**src/rtl/pss_pkg.sv**
```systemverilog
package pss_pkg;
    localparam int IP_W      = 14;
    localparam int OFS_W     = 7;
    localparam int PAGE_W    = IP_W - OFS_W;
    localparam int BANKPG_W  = 6;
    localparam int SP_W      = 3;
    localparam int DEPTH     = 8;
    localparam int ROM_W     = 10;
    localparam int TBL_W     = 8;
    localparam int Z_W       = 2;
    localparam int X_W       = 4;
    localparam int Y_W       = 4;
    localparam int ACC_W     = 4;
    localparam int DATA_W    = 16;
    localparam int ADDR_W    = 4;
    localparam int LEN_W     = 2;
    localparam int CTX_W     = Z_W + X_W + Y_W + 2 + 2 * ACC_W;

    localparam logic [SP_W-1:0]   SP_RESET    = 3'h7;
    localparam logic [IP_W-1:0]   IP_RESET    = 14'h0000;
    localparam logic [X_W-1:0]    DP_X_RESET  = 4'h0;
    localparam logic [Y_W-1:0]    DP_Y_RESET  = 4'h0;
    localparam logic [PAGE_W-1:0] VEC_PAGE    = 7'h01;
    localparam logic [PAGE_W-1:0] SUB_PAGE    = 7'h02;

    localparam logic [ADDR_W-1:0] REG_IP      = 4'h0;
    localparam logic [ADDR_W-1:0] REG_SP      = 4'h1;
    localparam logic [ADDR_W-1:0] REG_DP      = 4'h2;
    localparam logic [ADDR_W-1:0] REG_CTRL    = 4'h3;
    localparam logic [ADDR_W-1:0] REG_TBL     = 4'h4;
    localparam logic [ADDR_W-1:0] REG_STAT    = 4'h5;

    localparam int DP_Y_LSB      = 0;
    localparam int DP_X_LSB      = 4;
    localparam int DP_Z_LSB      = 8;
    localparam int CTRL_BANK_BIT = 0;
    localparam int CTRL_SKIP_BIT = 1;
    localparam int CTRL_IRQ_BIT  = 2;
    localparam int STAT_BUSY_BIT = 0;

    typedef enum logic [3:0] {
        OP_NEXT, OP_BRANCH, OP_CALL_P2, OP_CALL, OP_RET, OP_RETI, OP_INT,
        OP_TABLE, OP_SKIP_SET, OP_UPPER_BANK, OP_LOWER_BANK, OP_IRQ_EN, OP_WAKE
    } pss_op_t;
endpackage : pss_pkg

```
**src/rtl/pss_ctx_reg.sv**
```systemverilog
// one-stage context store, written only by save
module pss_ctx_reg #(
    parameter int W = 20
) (
    input  wire logic         clk,
    input  wire logic         rst_n,
    input  wire logic         ce,
    input  wire logic         save,
    input  wire logic [W-1:0] save_data,
    output logic      [W-1:0] held
);
    typedef struct packed {
        logic [W-1:0] ctx;
    } pss_ctx_t;

    pss_ctx_t r;
    pss_ctx_t next_r;

    always_comb begin
        next_r = r;
        if (save) begin
            next_r.ctx = save_data;
        end
    end

    always_ff @(posedge clk) begin
        if (!rst_n) begin
            r <= '0;
        end else if (ce) begin
            r <= next_r;
        end
    end

    assign held = r.ctx;
endmodule : pss_ctx_reg

```
**src/rtl/pss_sequencer.sv**
```systemverilog
// Contract
// - interrupt entry saves ram pointer, carry, skip, accumulator, temp in context store
// - calls and table reads never write the context store
// - skip flag steers skips and is saved and restored across interrupts
// - stack level pointer is 7 after reset and after backup wake
// - page-two call increments level pointer, then stores return address there
// - call at level 7 wraps to 0 and overwrites entry zero
// - instruction pointer advances by the executed instruction's word count; backup wake leaves it unchanged
// - branch, call, return load the pointer with their target; table read advances it past the read
// - pointer bits top..7 select page, bits 6..0 the word in page
// - passing offset 127 continues at offset 0 of the next page
// - ram pointer is group, file and digit fields
// - digit field also selects the port bit for port-bit ops
// - group field is not initialised by reset
// - program words are 10 bits, pages of 128 words
// - table reads use pages 64..127 after upper bank, 0..63 after lower
// - interrupt loads its vector in page 1 into the pointer
// - one-word page-two call reaches page 2 from any page
// - page-two call target may run on past page 2
// - table read returns bits 7..0 of the ROM word
// - eight stack entries, 3-bit pointer, shared by calls, interrupts, tables
// - interrupt entry pushes return address, loads vector, clears irq enable
module pss_sequencer (
    input  wire logic                           CLK,
    input  wire logic                           RST_N,
    input  wire logic                           CE,
    input  wire logic                           CMD_VALID,
    input  wire logic [3:0]                     CMD_OP,
    input  wire logic [pss_pkg::IP_W-1:0]       CMD_ARG,
    input  wire logic [pss_pkg::LEN_W-1:0]      CMD_LEN,
    output logic                                CMD_READY,
    input  wire logic                           CARRY_IN,
    input  wire logic [pss_pkg::ACC_W-1:0]      ACC_IN,
    input  wire logic [pss_pkg::ACC_W-1:0]      TEMP_IN,
    output logic                                RESTORE_VALID,
    output logic                                CARRY_OUT,
    output logic [pss_pkg::ACC_W-1:0]           ACC_OUT,
    output logic [pss_pkg::ACC_W-1:0]           TEMP_OUT,
    output logic [pss_pkg::IP_W-1:0]            ROM_ADDR,
    input  wire logic [pss_pkg::ROM_W-1:0]      ROM_DATA,
    output logic [pss_pkg::TBL_W-1:0]           TABLE_DATA,
    output logic [pss_pkg::IP_W-1:0]            IP,
    output logic [pss_pkg::SP_W-1:0]            STACK_LEVEL,
    output logic                                SKIP_FLAG,
    output logic                                IRQ_ENABLE,
    output logic [pss_pkg::Z_W-1:0]             RAM_GROUP,
    output logic [pss_pkg::X_W-1:0]             RAM_FILE,
    output logic [pss_pkg::Y_W-1:0]             RAM_DIGIT,
    output logic [pss_pkg::Y_W-1:0]             PORT_BIT_SEL,
    input  wire logic [pss_pkg::ADDR_W-1:0]     REG_ADDR,
    input  wire logic [pss_pkg::DATA_W-1:0]     REG_WDATA,
    input  wire logic                           REG_WR,
    input  wire logic                           REG_RD,
    output logic [pss_pkg::DATA_W-1:0]          REG_RDATA
);
    typedef enum logic [1:0] {ST_IDLE, ST_TBL, ST_POP} pss_state_t;

    typedef struct packed {
        pss_state_t                     st;
        logic [pss_pkg::IP_W-1:0]       ip;
        logic [pss_pkg::IP_W-1:0]       rom_addr;
        logic [pss_pkg::SP_W-1:0]       sp;
        logic [pss_pkg::Z_W-1:0]        dp_z;
        logic [pss_pkg::X_W-1:0]        dp_x;
        logic [pss_pkg::Y_W-1:0]        dp_y;
        logic                           bank_hi;
        logic                           skip;
        logic                           irq_en;
        logic                           from_int;
        logic [pss_pkg::TBL_W-1:0]      tbl;
        logic                           rst_valid;
        logic                           carry;
        logic [pss_pkg::ACC_W-1:0]      acc;
        logic [pss_pkg::ACC_W-1:0]      temp;
        logic [pss_pkg::DATA_W-1:0]     rdata;
    } pss_seq_t;

    pss_seq_t                     r;
    pss_seq_t                     next_r;
    pss_seq_t                     rst_r;
    logic                         push;
    logic [pss_pkg::IP_W-1:0]     push_data;
    logic                         ctx_save;
    logic [pss_pkg::CTX_W-1:0]    ctx_in;
    logic [pss_pkg::CTX_W-1:0]    ctx_held;
    logic [pss_pkg::IP_W-1:0]     stk_rd;
    logic [pss_pkg::IP_W-1:0]     ip_seq;
    logic                         take;
    pss_pkg::pss_op_t             op;

    assign op     = pss_pkg::pss_op_t'(CMD_OP);
    assign take   = CMD_VALID && (r.st == ST_IDLE);
    // binary add carries from the offset into the page field
    assign ip_seq = r.ip + pss_pkg::IP_W'(CMD_LEN);
    // context layout: group, file, digit, carry, skip, acc, temp
    assign ctx_in = {r.dp_z, r.dp_x, r.dp_y, CARRY_IN, r.skip, ACC_IN, TEMP_IN};

    pss_stack_mem #(
        .W     (pss_pkg::IP_W),
        .DEPTH (pss_pkg::DEPTH),
        .AW    (pss_pkg::SP_W)
    ) u_stack (
        .clk     (CLK),
        .rst_n   (RST_N),
        .ce      (CE),
        .wr_en   (push),
        .wr_addr (next_r.sp),
        .wr_data (push_data),
        .rd_addr (r.sp),
        .rd_data (stk_rd)
    );

    pss_ctx_reg #(
        .W (pss_pkg::CTX_W)
    ) u_ctx (
        .clk       (CLK),
        .rst_n     (RST_N),
        .ce        (CE),
        .save      (ctx_save),
        .save_data (ctx_in),
        .held      (ctx_held)
    );

    always_comb begin
        rst_r          = '0;
        rst_r.st       = ST_IDLE;
        rst_r.ip       = pss_pkg::IP_RESET;
        rst_r.rom_addr = pss_pkg::IP_RESET;
        rst_r.sp       = pss_pkg::SP_RESET;
        rst_r.dp_x     = pss_pkg::DP_X_RESET;
        rst_r.dp_y     = pss_pkg::DP_Y_RESET;
        rst_r.dp_z     = r.dp_z;
    end

    always_comb begin
        next_r           = r;
        next_r.rst_valid = 1'b0;
        next_r.rdata     = '0;
        push             = 1'b0;
        push_data        = ip_seq;
        ctx_save         = 1'b0;
        case (r.st)
            ST_IDLE: begin
                if (take) begin
                    case (op)
                        pss_pkg::OP_NEXT: begin
                            next_r.ip   = ip_seq;
                            next_r.skip = 1'b0;
                        end
                        pss_pkg::OP_BRANCH: begin
                            next_r.ip = CMD_ARG;
                        end
                        pss_pkg::OP_CALL_P2, pss_pkg::OP_CALL: begin
                            // level wraps 7 -> 0, no overflow guard
                            next_r.sp = r.sp + 1'b1;
                            push      = 1'b1;
                            if (op == pss_pkg::OP_CALL_P2) begin
                                next_r.ip = {pss_pkg::SUB_PAGE, CMD_ARG[pss_pkg::OFS_W-1:0]};
                            end else begin
                                next_r.ip = CMD_ARG;
                            end
                        end
                        pss_pkg::OP_RET, pss_pkg::OP_RETI: begin
                            next_r.st       = ST_POP;
                            next_r.from_int = (op == pss_pkg::OP_RETI);
                        end
                        pss_pkg::OP_INT: begin
                            // the interrupted instruction is re-run on return
                            next_r.sp     = r.sp + 1'b1;
                            push          = 1'b1;
                            push_data     = r.ip;
                            ctx_save      = 1'b1;
                            next_r.ip     = {pss_pkg::VEC_PAGE, CMD_ARG[pss_pkg::OFS_W-1:0]};
                            next_r.irq_en = 1'b0;
                        end
                        pss_pkg::OP_TABLE: begin
                            next_r.sp       = r.sp + 1'b1;
                            push            = 1'b1;
                            next_r.st       = ST_TBL;
                            next_r.from_int = 1'b0;
                        end
                        pss_pkg::OP_SKIP_SET: begin
                            next_r.skip = 1'b1;
                            next_r.ip   = ip_seq;
                        end
                        pss_pkg::OP_UPPER_BANK: begin
                            next_r.bank_hi = 1'b1;
                            next_r.ip      = ip_seq;
                        end
                        pss_pkg::OP_LOWER_BANK: begin
                            next_r.bank_hi = 1'b0;
                            next_r.ip      = ip_seq;
                        end
                        pss_pkg::OP_IRQ_EN: begin
                            next_r.irq_en = CMD_ARG[0];
                            next_r.ip     = ip_seq;
                        end
                        pss_pkg::OP_WAKE: begin
                            next_r.sp = pss_pkg::SP_RESET;
                        end
                        default: begin
                            next_r.ip = ip_seq;
                        end
                    endcase
                end
            end
            ST_TBL: begin
                next_r.tbl = ROM_DATA[pss_pkg::TBL_W-1:0];
                next_r.st  = ST_POP;
            end
            ST_POP: begin
                next_r.ip = stk_rd;
                next_r.sp = r.sp - 1'b1;
                next_r.st = ST_IDLE;
                if (r.from_int) begin
                    {next_r.dp_z, next_r.dp_x, next_r.dp_y, next_r.carry, next_r.skip,
                     next_r.acc, next_r.temp} = ctx_held;
                    next_r.rst_valid = 1'b1;
                end
            end
            default: begin
                next_r.st = ST_IDLE;
            end
        endcase
        // the table address holds only while the word is fetched
        if (next_r.st == ST_TBL) begin
            next_r.rom_addr = {r.bank_hi, CMD_ARG[pss_pkg::OFS_W+pss_pkg::BANKPG_W-1:pss_pkg::OFS_W],
                               CMD_ARG[pss_pkg::OFS_W-1:0]};
        end else begin
            next_r.rom_addr = next_r.ip;
        end
        // bus writes land after the sequencer update, so software wins a same-cycle clash, except a skip newly raised by the sequencer
        if (REG_WR) begin
            case (REG_ADDR)
                pss_pkg::REG_DP: begin
                    next_r.dp_y = REG_WDATA[pss_pkg::DP_Y_LSB +: pss_pkg::Y_W];
                    next_r.dp_x = REG_WDATA[pss_pkg::DP_X_LSB +: pss_pkg::X_W];
                    next_r.dp_z = REG_WDATA[pss_pkg::DP_Z_LSB +: pss_pkg::Z_W];
                end
                pss_pkg::REG_CTRL: begin
                    next_r.bank_hi = REG_WDATA[pss_pkg::CTRL_BANK_BIT];
                    next_r.irq_en  = REG_WDATA[pss_pkg::CTRL_IRQ_BIT];
                    // a skip raised by the sequencer this cycle is kept
                    next_r.skip    = REG_WDATA[pss_pkg::CTRL_SKIP_BIT] | (next_r.skip & ~r.skip);
                end
                default: begin
                end
            endcase
        end
        if (REG_RD) begin
            case (REG_ADDR)
                pss_pkg::REG_IP:   next_r.rdata = pss_pkg::DATA_W'(r.ip);
                pss_pkg::REG_SP:   next_r.rdata = pss_pkg::DATA_W'(r.sp);
                pss_pkg::REG_DP:   next_r.rdata = pss_pkg::DATA_W'({r.dp_z, r.dp_x, r.dp_y});
                pss_pkg::REG_CTRL: next_r.rdata = pss_pkg::DATA_W'({r.irq_en, r.skip, r.bank_hi});
                pss_pkg::REG_TBL:  next_r.rdata = pss_pkg::DATA_W'(r.tbl);
                pss_pkg::REG_STAT: next_r.rdata = pss_pkg::DATA_W'(r.st != ST_IDLE);
                default:           next_r.rdata = '0;
            endcase
        end
    end

    always_ff @(posedge CLK) begin
        if (!RST_N) begin
            r <= rst_r;
        end else if (CE) begin
            r <= next_r;
        end
    end

    assign CMD_READY     = (r.st == ST_IDLE);
    assign RESTORE_VALID = r.rst_valid;
    assign CARRY_OUT     = r.carry;
    assign ACC_OUT       = r.acc;
    assign TEMP_OUT      = r.temp;
    assign ROM_ADDR      = r.rom_addr;
    assign TABLE_DATA    = r.tbl;
    assign IP            = r.ip;
    assign STACK_LEVEL   = r.sp;
    assign SKIP_FLAG     = r.skip;
    assign IRQ_ENABLE    = r.irq_en;
    assign RAM_GROUP     = r.dp_z;
    assign RAM_FILE      = r.dp_x;
    assign RAM_DIGIT     = r.dp_y;
    assign PORT_BIT_SEL  = r.dp_y;
    assign REG_RDATA     = r.rdata;
endmodule : pss_sequencer

```
**src/rtl/pss_stack_mem.sv**
```systemverilog
// eight-entry return-address store; read data registered
module pss_stack_mem #(
    parameter int W     = 14,
    parameter int DEPTH = 8,
    parameter int AW    = 3
) (
    input  wire logic          clk,
    input  wire logic          rst_n,
    input  wire logic          ce,
    input  wire logic          wr_en,
    input  wire logic [AW-1:0] wr_addr,
    input  wire logic [W-1:0]  wr_data,
    input  wire logic [AW-1:0] rd_addr,
    output logic      [W-1:0]  rd_data
);
    typedef struct packed {
        logic [DEPTH-1:0][W-1:0] mem;
        logic [W-1:0]            rd;
    } pss_stk_t;

    pss_stk_t r;
    pss_stk_t next_r;

    always_comb begin
        next_r    = r;
        next_r.rd = r.mem[rd_addr];
        if (wr_en) begin
            next_r.mem[wr_addr] = wr_data;
        end
    end

    // entries are data: reset clears only the read register
    always_ff @(posedge clk) begin
        if (!rst_n) begin
            r.rd <= '0;
        end else if (ce) begin
            r <= next_r;
        end
    end

    assign rd_data = r.rd;
endmodule : pss_stack_mem
```
**config.mk**
```make
export PLATFORM = sky130hd
export DESIGN_NAME = pss_sequencer
export DESIGN_NICKNAME = d
export VERILOG_FILES = /design/src/rtl/pss_pkg.sv /design/src/rtl/pss_ctx_reg.sv /design/src/rtl/pss_sequencer.sv /design/src/rtl/pss_stack_mem.sv
export SDC_FILE = /design/constraint.sdc
export NUM_CORES = 1
export LEC_CHECK = 0
export BUFFER_PORTS_ARGS = -buffer_cell sky130_fd_sc_hd__buf_2
export CORE_MARGIN = 2
export CORE_UTILIZATION = 40
export DETAILED_ROUTE_END_ITERATION = 16
export GPL_TIMING_DRIVEN = 0
export PLACE_DENSITY = 0.7
export SLEW_MARGIN = 20
export SYNTH_ARGS = -nofsm -noshare
export SYNTH_HDL_FRONTEND = slang
export SYNTH_SLANG_ARGS = --single-unit
```
**constraint.sdc**
```tcl
create_clock -name CLK -period 4.6 [get_ports CLK]
set_input_delay 0 -clock CLK [delete_from_list [all_inputs] [get_ports CLK]]
set_output_delay 0 -clock CLK [all_outputs]
set_load 0.005 [all_outputs]
```
==> impl.org <==
** Outcome
- Result of the run :: finished with violations
- Failing checks :: negative hold slack

** Timing
- Setup violations remaining at the end of the flow were counted as 0.
- The count of final hold-check violations is 1.
- The tightest hold path in the finished design has a slack of -0.0008156 ns.
- Total negative slack for setup checks :: 0 ns
- Unrepaired setup endpoints after global routing :: no
- Max Transition Viols Final :: 0
- Maximum clock frequency :: ~270 MHz
- Period utilization :: approximately four fifths
- Period minus WS final :: 3.735 ns
- Measured against its own limit, the worst slew margin works out to between 30% and 40%.
- Clock skew on the completed layout was measured at around 0.015 ns.
- Slew at the pin with the worst max-slew slack :: ~0.94 ns

** Clocking
- Clock net sink count :: approximately 230
- Worst skew pair latency :: 0.53 ns
- Reg clk slew, reported paths :: 0.07 ns
- The clock passes through at most 3 buffers.
- In this run the post-CTS setup repair buffer count came out at 0.
- CTS buffer count :: 24
- CTS tree :: built
- Clock tree synthesis selected as its root buffer the cell clkbuf_16.
- Count of H-tree levels built during CTS :: 1
- Count of cells resized by post-cts repair :: 0
- After clock tree synthesis, the flow added hold-fix buffers numbering between 40 and 50.

** Worst setup path
- The startpoint identified for the worst register-to-register timing path is STACK_LEVEL[1]$_SDFFE_PN1P_.
- Critical Setup Path Class :: register to register
- Along the worst path, the maximum fanout reaches 10.
- Count of cell instances traversed by the critical path :: 10
- Critical Path Max Stage Delay :: around 0.70 ns
- The worst setup path is launched from a register.
- Among the stages of the critical path, the cell type that occurs most often is clkbuf_1.
- The number of buffers and inverters on the critical path is 4.
- In this run the worst setup path begins at STACK_LEVEL[1]$_SDFFE_PN1P_.
- Among all stages on the critical path, the largest delay is contributed by nor3b_2.
- STA puts the critical path data arrival time at ~4.0 ns.
- Type of element capturing the critical path :: register
- STA puts the critical path data required time at between 4 and 5 ns.
- The number of cells on the worst reg-to-reg path is 10.
- Cells along the critical path :: clkbuf_1, inv_1, clkbuf_1, ha_1, nor2_1, nand3_1, a21boi_0, o22a_1, nor3b_2, buf_6
- The kind of cell with the highest combined delay along the critical path is buffers and inverters.

** Routing
- Remaining antenna violation count after routing :: 0
- Average detailed-routed wire length per instance :: between 20 and 25 um
- The first detailed-routing pass took 6 iterations.
- Post-detailed-route via-to-cell ratio :: about 5.6
- Number of vias in the routed layout :: approximately 9,000
- In this run, the number of DRC markers left after iteration 0 of detailed routing was just over 900.
- Routed wire length :: about 34 mm
- For this run, design rule violations remaining after detail routing come to 0.

** GRT
- Pin count of the biggest net entering global routing :: 15
- Summed over all layers, the global routing overflow is 0.
- Wire length of the first global-routing pass :: 50.86 mm
- Number of global-route vias before repair :: roughly 8,600
- The number of antenna violations at the first check in global routing is 1.
- For this run, the total global-route usage over all layers was measured as about a quarter.

** Die
- Standard-cell rows :: 60
- Area of the core :: roughly 27,000 um^2
- From bottom edge to top edge, the die measures between 150 and 200 um.
- The floorplan step defined a die boundary enclosing between 20,000 and 30,000 um^2.
- between 100 and 150 I/O pins were placed.
- Starting utilization of the core area :: between 40% and 50%
- The die is 168.4 um wide.

** Cells and area
- Of the cells placed in the final design, the portion with a size suffix greater than 1 is around a quarter.
- Leaving out fill and tap cells, the most frequent cells in the layout are nand2_1, buf_2, edfxtp_1.
- The repair_antennas step left the layout with diodes totalling 0.
- For this run, the post-layout net count is about 1,300.
- For this run, the share of the core covered by cells in the final layout is around half.
- Compared with the post-synthesis result, the final layout area differs by 21.67%.
- The library cell used most frequently in the layout, excluding fill and tap cells, is nand2_1.

** Place
- Routability cong. :: between 0.9 and 1
- Dpl hpwl :: 24.67 mm
- Input and output buffers added on the ports amount to approximately 130.

** Synth
- Number of synthesized register bits :: 225
- The share of the Yosys chip area taken by registers is between 50% and 60%.
- Yosys mapped a number of flops with a built-in enable equal to 114.
- Mean area per synthesized cell :: 10.27 um^2
- Post-synthesis instance area :: between 10,000 and 15,000 um^2
- Count of warnings emitted by yosys :: 0
- Fraction of synthesized cell area taken by the top area cell type :: a little under a third
- The most used flip-flop cell after synthesis is edfxtp_1.
- Counting flops with an async set or reset pin after synthesis yields a share of 0%.
- Netlist cell types :: between 70 and 80
- Sorting the synthesized cells by area gives the leading types as edfxtp_1, dfxtp_1, mux4_2.
- The synthesized design spends more area on one cell type than any other, namely edfxtp_1.
- Synthesis handed over a netlist of between 1,000 and 1,500 instances.

** Hold path
- In this run the most critical hold path is launched from CE.
- The worst hold path passes through 3 cells.
- Worst min-delay path class :: input pin to register

** Power
- IR analysis of the VDD net gives a maximum drop of between 0.2 and 0.3 mV.
- For this design the ratio of total power to cell area is between 300 and 400 nW/um^2.
- Static Leak :: approximately 0.005 uW

** Flow run
- Maximum capacitance violations :: 0
[cells in the mapped netlist, drive strengths merged, types with 3 or more instances]
| master | count |
|---|---|
| a211oi | 5 |
| a21oi | 91 |
| a221oi | 6 |
| a222oi | 5 |
| a22oi | 11 |
| a311oi | 15 |
| a31oi | 14 |
| a32oi | 3 |
| and2 | 5 |
| and3 | 7 |
| and4 | 4 |
| buf | 106 |
| clkbuf | 47 |
| dfxtp | 111 |
| edfxtp | 114 |
| ha | 4 |
| inv | 16 |
| mux2i | 6 |
| mux4 | 30 |
| nand2 | 156 |
| nand2b | 6 |
| nand3 | 34 |
| nand4 | 5 |
| nor2 | 79 |
| nor2b | 6 |
| nor3 | 20 |
| nor3b | 5 |
| nor4 | 3 |
| nor4b | 3 |
| o2111ai | 4 |
| o211ai | 12 |
| o21ai | 50 |
| o22a | 5 |
| o22ai | 8 |
| o31ai | 4 |
| or3 | 5 |
| xnor2 | 7 |
| xor2 | 10 |
[tightest hold or removal path, stage by stage]
cell and delay, ns:
clkbuf_1 0.18, nor2b_1 0.17, o311a_1 0.15
[final timing paths]
check | to | slack [ns]
setup / recovery | u_stack.r[53]$_DFFE_PP_ | 0.87
hold / removal | ROM_ADDR[11]$_SDFFE_PN0P_ | -0.0008
setup reg to reg | u_stack.r[53]$_DFFE_PP_ | 0.87
hold reg to reg | ACC_OUT[0]$_SDFFE_PN0P_ | 0.45
[registers in the layout, indices dropped and copies added, names as in the netlist, 2 cells and up]
name / flops
IP: 14
r: 4
u_stack.r: 112
REG_RDATA: 14
PORT_BIT_SEL: 4
TABLE_DATA: 8
TEMP_OUT: 4
ROM_ADDR: 14
u_stack.rd_data: 14
STACK_LEVEL: 3
RAM_FILE: 4
RAM_GROUP: 2
u_ctx.held: 20
ACC_OUT: 4
[cell families after synthesis]
| logic type | count (synthesis) | share of synthesized area [%] |
|---|---|---|
| simple gates | 346 | 14.67 |
| compound gates | 251 | 14.72 |
| flops | 225 | 52.23 |
| buf+inv | 171 | 9.515 |
| mux | 36 | 6.806 |
| xor+xnor | 17 | 1.377 |
| fa+ha+maj | 5 | 0.6482 |
| other cells | 1 | 0.03469 |
[power by group]
part / internal [uW] / switching, uW
sequential: 2150 / 36.8
clock: 1010 / 803
combinational: 208 / 305
[metal layers]
layer	GRT usage, %	wire (um)	vias up
met5	0	17	-
met4	11.02	1792	2
met3	4.020	2251	109
met2	38.34	15470	382
met1	29.90	14080	4319
li1	-	-	4181
[per-stage QoR]
step	std cells	hold slack, ns	setup slack, ns	area [um^2]	power [uW]
4_1_cts	1617	0.001292	0.8925	13150	4536
3_3_place_gp	1526	0.2499	-0.001306	11900	2699
6_report	1617	-0.0008156	0.8652	13150	4517
2_1_floorplan	1053	0.1297	1.239	10810	2514
3_5_place_dp	1532	0.2560	0.9442	12000	2707
5_1_grt	1617	0.04129	0.6890	13150	4660
[layout make-up]
| type | count | area, um^2 |
|---|---|---|
| inverter | 17 | 63.81 |
| clock inverter | 16 | 115.1 |
| timing repair buffer | 180 | 1149 |
| clock buffer | 27 | 611.8 |
| buffer | 154 | 964.7 |
| multi-input combinational | 657 | 4175 |
| sequential | 225 | 5645 |
| tap | 341 | 426.7 |
| fill | 2504 | 13570 |
Power figures use the tool's default switching activity.
